## src/irq_router_defs.svh

```systemverilog
`ifndef IRQ_ROUTER_DEFS_SVH
`define IRQ_ROUTER_DEFS_SVH

`define LEGACY_IRQ_COUNT 16
`define ADV_IRQ_COUNT    24
`define LINE_COUNT       8
`define ADV_LINE_BASE    16
`define STEER_W          4
`define STEER_RESET      4'h0
`define STEER_ALLOWED    16'hDEF8
`define CARD_SLOT_COUNT  2
`define CARD_PIN_COUNT   4
`define IRQ_CASCADE      2
`define IRQ_TIMER        0
`define IRQ_KEYBOARD     1
`define IRQ_RTC          8
`define IRQ_COPROC       13
`define RESERVED_MASK    16'h2107

`endif

```

## src/irq_router_pkg.sv

```systemverilog
package irq_router_pkg;
  typedef enum logic [0:0] {
    MODE_LEGACY   = 1'b0,
    MODE_ADVANCED = 1'b1
  } irq_mode_t;
endpackage

```

## src/pci_interrupt_line_router.sv

```systemverilog
// What this block does
// - legacy mode drives only IRQ 0 to 15, sixteen outputs.
// - advanced mode drives twenty-four IRQ outputs, 0 to 23.
// - exactly eight shared request lines, a to h, take every slot, serial-bus and onboard source.
// - legacy steering picks one IRQ from 3-7, 9-12, 14, 15 only.
// - several lines may share an IRQ; it is the OR of its lines.
// - advanced mode drives IRQ 16 to 23 straight from lines a to h.
// - IRQ 2 is the cascade input and never takes a request line.
// - IRQ 0, 1, 8, 13 are fixed sources, never steered.
// - slot wiring: slot1 A-D to f,g,h,e; slot2 A-D to g,f,e,h; serial bus A to b.
// - sources tied to one line share it; line asserted while any source is.
// - onboard dynamic sources steer onto lines through run-time select inputs.
`timescale 1ns/1ps
`include "irq_router_defs.svh"

module pci_interrupt_line_router (
  input  wire logic                           clk,             // 100 MHz clock
  input  wire logic                           rst,             // async reset, active high
  input  wire logic [`CARD_PIN_COUNT-1:0]     slot1_int,       // slot 1 pins A..D, active high
  input  wire logic [`CARD_PIN_COUNT-1:0]     slot2_int,       // slot 2 pins A..D, active high
  input  wire logic                           serial_bus_int,  // serial-bus controller pin A
  input  wire logic [`LINE_COUNT-1:0]         onboard_int,     // dynamic onboard sources
  input  wire logic [3*`LINE_COUNT-1:0]       onboard_sel,     // line choice per onboard source
  input  wire logic                           mode_adv,        // 1 selects advanced mode
  input  wire logic [`STEER_W*`LINE_COUNT-1:0] steer_cfg,      // IRQ per line, legacy mode
  input  wire logic                           steer_wr,        // load steer_cfg and mode_adv
  input  wire logic [`LEGACY_IRQ_COUNT-1:0]   fixed_irq,       // legacy sources on fixed IRQs
  output logic      [`ADV_IRQ_COUNT-1:0]      irq_out,         // IRQ lines to controller
  output logic      [`LINE_COUNT-1:0]         line_state,      // request lines a..h
  output logic      [`STEER_W*`LINE_COUNT-1:0] steer_state,    // held steering fields
  output logic                                mode_state       // held mode
);

  localparam int NL = `LINE_COUNT;
  localparam logic [15:0] ALLOWED  = `STEER_ALLOWED;
  localparam logic [15:0] RESERVED = `RESERVED_MASK;

  // pin inputs pass three flops; a change counts when stages two and three agree
  logic [NL-1:0] raw_line;
  logic [NL-1:0] sync1_reg, sync2_reg, sync3_reg, line_reg;

  logic [NL-1:0] dyn_line;
  always_comb begin
    dyn_line = '0;
    for (int s = 0; s < NL; s++) begin
      if (onboard_int[s]) begin
        dyn_line[onboard_sel[3*s +: 3]] = 1'b1;
      end
    end
  end

  // board wiring is fixed; sources on one line are wire-ORed
  always_comb begin
    raw_line    = dyn_line;
    raw_line[1] = raw_line[1] | serial_bus_int;
    raw_line[5] = raw_line[5] | slot1_int[0] | slot2_int[1];
    raw_line[6] = raw_line[6] | slot1_int[1] | slot2_int[0];
    raw_line[7] = raw_line[7] | slot1_int[2] | slot2_int[3];
    raw_line[4] = raw_line[4] | slot1_int[3] | slot2_int[2];
  end

  always_ff @(posedge clk or posedge rst) begin
    if (rst) begin
      sync1_reg <= '0;
      sync2_reg <= '0;
      sync3_reg <= '0;
      line_reg  <= '0;
    end else begin
      sync1_reg <= raw_line;
      sync2_reg <= sync1_reg;
      sync3_reg <= sync2_reg;
      for (int i = 0; i < NL; i++) begin
        if (sync2_reg[i] == sync3_reg[i]) begin
          line_reg[i] <= sync3_reg[i];
        end
      end
    end
  end

  // fixed sources take the same filter
  logic [15:0] fx1_reg, fx2_reg, fx3_reg, fx_reg;
  always_ff @(posedge clk or posedge rst) begin
    if (rst) begin
      fx1_reg <= '0;
      fx2_reg <= '0;
      fx3_reg <= '0;
      fx_reg  <= '0;
    end else begin
      fx1_reg <= fixed_irq;
      fx2_reg <= fx1_reg;
      fx3_reg <= fx2_reg;
      for (int i = 0; i < 16; i++) begin
        if (fx2_reg[i] == fx3_reg[i]) begin
          fx_reg[i] <= fx3_reg[i];
        end
      end
    end
  end

  // steering config; a disallowed IRQ number leaves the field unchanged
  logic [`STEER_W-1:0] steer_reg [NL];
  irq_router_pkg::irq_mode_t mode_reg;
  always_ff @(posedge clk or posedge rst) begin
    if (rst) begin
      for (int i = 0; i < NL; i++) begin
        steer_reg[i] <= `STEER_RESET;
      end
      mode_reg <= irq_router_pkg::MODE_LEGACY;
    end else if (steer_wr) begin
      mode_reg <= irq_router_pkg::irq_mode_t'(mode_adv);
      for (int i = 0; i < NL; i++) begin
        if (ALLOWED[steer_cfg[`STEER_W*i +: `STEER_W]]) begin
          steer_reg[i] <= steer_cfg[`STEER_W*i +: `STEER_W];
        end
      end
    end
  end

  // field value 0 means unrouted, since IRQ 0 is never allowed
  logic [15:0] steered;
  always_comb begin
    steered = '0;
    for (int i = 0; i < NL; i++) begin
      if (ALLOWED[steer_reg[i]] && line_reg[i]) begin
        steered[steer_reg[i]] = 1'b1;
      end
    end
  end

  logic [`ADV_IRQ_COUNT-1:0] irq_next;
  always_comb begin
    irq_next = '0;
    // reserved IRQs carry only their own fixed sources
    irq_next[15:0] = (steered & ~RESERVED) | fx_reg;
    if (mode_reg == irq_router_pkg::MODE_ADVANCED) begin
      irq_next[`ADV_LINE_BASE +: NL] = line_reg;
    end
  end

  logic [`STEER_W*NL-1:0] steer_flat;
  always_comb begin
    for (int i = 0; i < NL; i++) begin
      steer_flat[`STEER_W*i +: `STEER_W] = steer_reg[i];
    end
  end

  always_ff @(posedge clk or posedge rst) begin
    if (rst) begin
      irq_out     <= '0;
      line_state  <= '0;
      steer_state <= '0;
      mode_state  <= 1'b0;
    end else begin
      irq_out     <= irq_next;
      line_state  <= line_reg;
      steer_state <= steer_flat;
      mode_state  <= mode_reg;
    end
  end

endmodule

```

## config.mk

```make
export PLATFORM = sky130hd
export DESIGN_NAME = pci_interrupt_line_router
export DESIGN_NICKNAME = d
export VERILOG_FILES = /design/src/irq_router_pkg.sv /design/src/pci_interrupt_line_router.sv
export VERILOG_INCLUDE_DIRS = /design/src
export SDC_FILE = /design/constraint.sdc
export NUM_CORES = 1
export LEC_CHECK = 0
export ABC_AREA = 1
export CAP_MARGIN = 20
export CORE_ASPECT_RATIO = 1.4
export CORE_UTILIZATION = 42
export CTS_BUF_LIST = sky130_fd_sc_hd__clkbuf_8
export DETAILED_ROUTE_END_ITERATION = 10
export DONT_BUFFER_PORTS = 1
export PLACE_DENSITY = 0.67
export SLEW_MARGIN = 10
export SYNTH_ARGS = -nofsm -noshare
export SYNTH_HDL_FRONTEND = slang
export SYNTH_SLANG_ARGS = --single-unit
```

## constraint.sdc

```tcl
create_clock -name clk -period 6.55 [get_ports clk]
set_input_delay 0.3275 -clock clk [delete_from_list [all_inputs] [get_ports clk]]
set_output_delay 0.3275 -clock clk [all_outputs]
set_load 0.03 [all_outputs]
```

==> run metrics <==
status finished clean; Max IR drop VDD 0.130 mV; post-CTS resize count 0; clk slew on worst S/H paths approximately 0.11 ns; clock tree buffer depth 2; Root Buffer clkbuf_8; final net count 977; cts-stage hold buffer count 49; fin crit share 29.5%; EDFF count, synth 0; CTS Buf Count 17; Fin Setup TNS 0 ns; most common cell after layout, fill and taps aside dfrtp_1; die area roughly 19,000 µm²; Post-Syn Instances 820; Synth area leaders dfrtp_1 (61%), nand2_1 (7.3%), nor2_1 (5.6%); Tightest Hold Check Type primary input to register; core area 18,500 µm²; FFs w/ async S/R, synth 100%; Leakage Power 0.00416 µW; Filler Cell Count 1,724; Yosys top cell by area dfrtp_1; register bit count reported by yosys 194; via count 5,896; Avg Synthesized Cell Area 9.68 µm²; Core Util, Final 49.2%; CP Max Fanout 113; vias in the first global route a little under 6,000; post-DP HPWL approximately 14,000 µm; Sink Count 194; RePlAce Congestion 0.911; placed cell area around 8000 µm²; Setup CP Type primary input to async pin; routed len/inst 16.6 µm; DR vias/cell 5.17; DRC viols 0; Fmax 517 MHz; RSZ-0062 raised after global routing no; Final Hold Vio Count 0; Initial Util 42.8%; WL final about 19,000 µm; row cnt 59; Mapped Nets between 900 and 1,000; CTS H-tree depth 4; Final Skew roughly 0.013 ns; Post-Layout Cell Count ~1,100; TritonCTS clock tree yes; Final Max Tran Viols 0; Post-Place Setup Slack 4.65 ns; setup ws final 4.62 ns; CP Data Required Time 7.01 ns; Port Buffers 0; initial antenna violation count 0; first-pass GRT wire length 30,100 µm; diode count 0; die width between 100 and 150 µm; Skew-Pair Late Insertion Delay roughly 0.47 ns; Final ANT Viol Nets 0; Power Density 301 nW/µm²; 1st-iter DRT viols 348; Synth top area share 61.2%; Die Height 165 µm; drt first pass iters 5; crit end category async pin; post-synth cell types 40; post-route cell area a little over 9000 µm²; GRT Residual Overflow 0; number of max-cap violations 0; P&R area growth vs syn 14.9%; Slew HR 36.1%; Ports 158; commonest non-fill, non-tap cells in the layout dfrtp_1 (194), nand2_1 (154), nor2_1 (118), inv_1 (89), nand3_1 (55); Placed Cells 1,060; synthesized area 7930 µm²; sequential area share after synthesis 61.2%; crit path time final 1.93 ns; Top FF cell, synth dfrtp_1; Setup Buffers After CTS 0; final setup fails 0; arrival time at the worst endpoint 2.40 ns; Synth Warn # 0; Worst Tran Pin Value 0.959 ns; layout cell share with drive strength beyond 1 5.80%; largest net degree at the start of global routing approximately 110; startpoint class of the critical path primary input; Tot GR Track Use 20.4%
cell families after synthesis:
| kind of cell | share of synthesized area [%] |
|---|---|
| AND/OR/NAND/NOR | 22.5 |
| flip-flops | 61.2 |
| buffers and inverters | 4.73 |
| AO/OA/AOI/OAI | 7.49 |
| adder cells (fa/ha/maj) | 3.03 |
| XOR/XNOR | 0.883 |
| multiplexers | 0.142 |
layout make-up:
cell class	count	area [µm²]	area share, %
clock buffer	17	234	2.57
clock inverter	15	171	1.88
inverter	91	349	3.83
multi-input combinational	530	2700	29.7
sequential	194	4850	53.3
tap	244	305	3.35
timing repair buffer	50	498	5.46
final timing paths:
kind | startpoint | endpoint | slack, ns | cells past startpoint
worst min register to register | fx1_reg[5]$_DFF_PP0_ | fx2_reg[5]$_DFF_PP0_ | 0.35 | 0
min in group asynchronous | rst | fx1_reg[8]$_DFF_PP0_ | 0.48 | 2
worst max-delay path | rst | irq_out[9]$_DFF_PP0_ | 4.62 | 3
worst max register to register | steer_flat[1]$_DFFE_PP0P_ | irq_out[5]$_DFF_PP0_ | 4.96 | 6
worst min-delay path | steer_cfg[0] | steer_flat[0]$_DFFE_PP0P_ | 0.03 | 2
max in group clk | steer_flat[1]$_DFFE_PP0P_ | irq_out[5]$_DFF_PP0_ | 4.96 | 6
stage by stage:
stage	hold WS, ns	power, µW
detailed placement	0.335	1970
floorplan	0.331	1850
finish	0.0306	2750
global route	0.00558	2890
CTS	0.000237	2770
global placement	0.332	1960
worst max-delay path, stage by stage:
cell           delay [ns]
dlygate4sd3_1        0.61
inv_8                0.51
buf_4                0.88
synthesized netlist by cell type, types with 3 or more instances:
master,n
nand3_1,55
a21boi_2,3
dfrtp_1,194
maj3_1,24
xor2_1,8
o21ai_0,15
nor4_1,3
nand4_1,34
o21bai_1,3
nand3b_1,7
nor3_1,25
inv_1,90
o21a_1,8
nand2_2,3
nand2_1,154
a31oi_1,3
o22ai_1,16
nor2_1,118
a21oi_1,25
o21ai_1,6
per-layer routing:
layer / global-route usage [%] / vias to the layer above / share of wire, %
met1: 21.9 / 2819 / 38
met2: 36.8 / 184 / 52
met3: 5.84 / 38 / 6.1
met5: 0 / - / 0
li1: - / 2855 / -
met4: 10.1 / 0 / 3.4
power breakdown:
group | switching, µW | total (µW) | internal, µW | leakage (µW)
combinational | 242 | 380 | 138 | 0.00178
sequential | 254 | 1590 | 1330 | 0.00218
clock | 458 | 779 | 321 | 0.000200
total | 954 | 2750 | 1790 | 0.00416
Power figures use the tool's default switching activity.
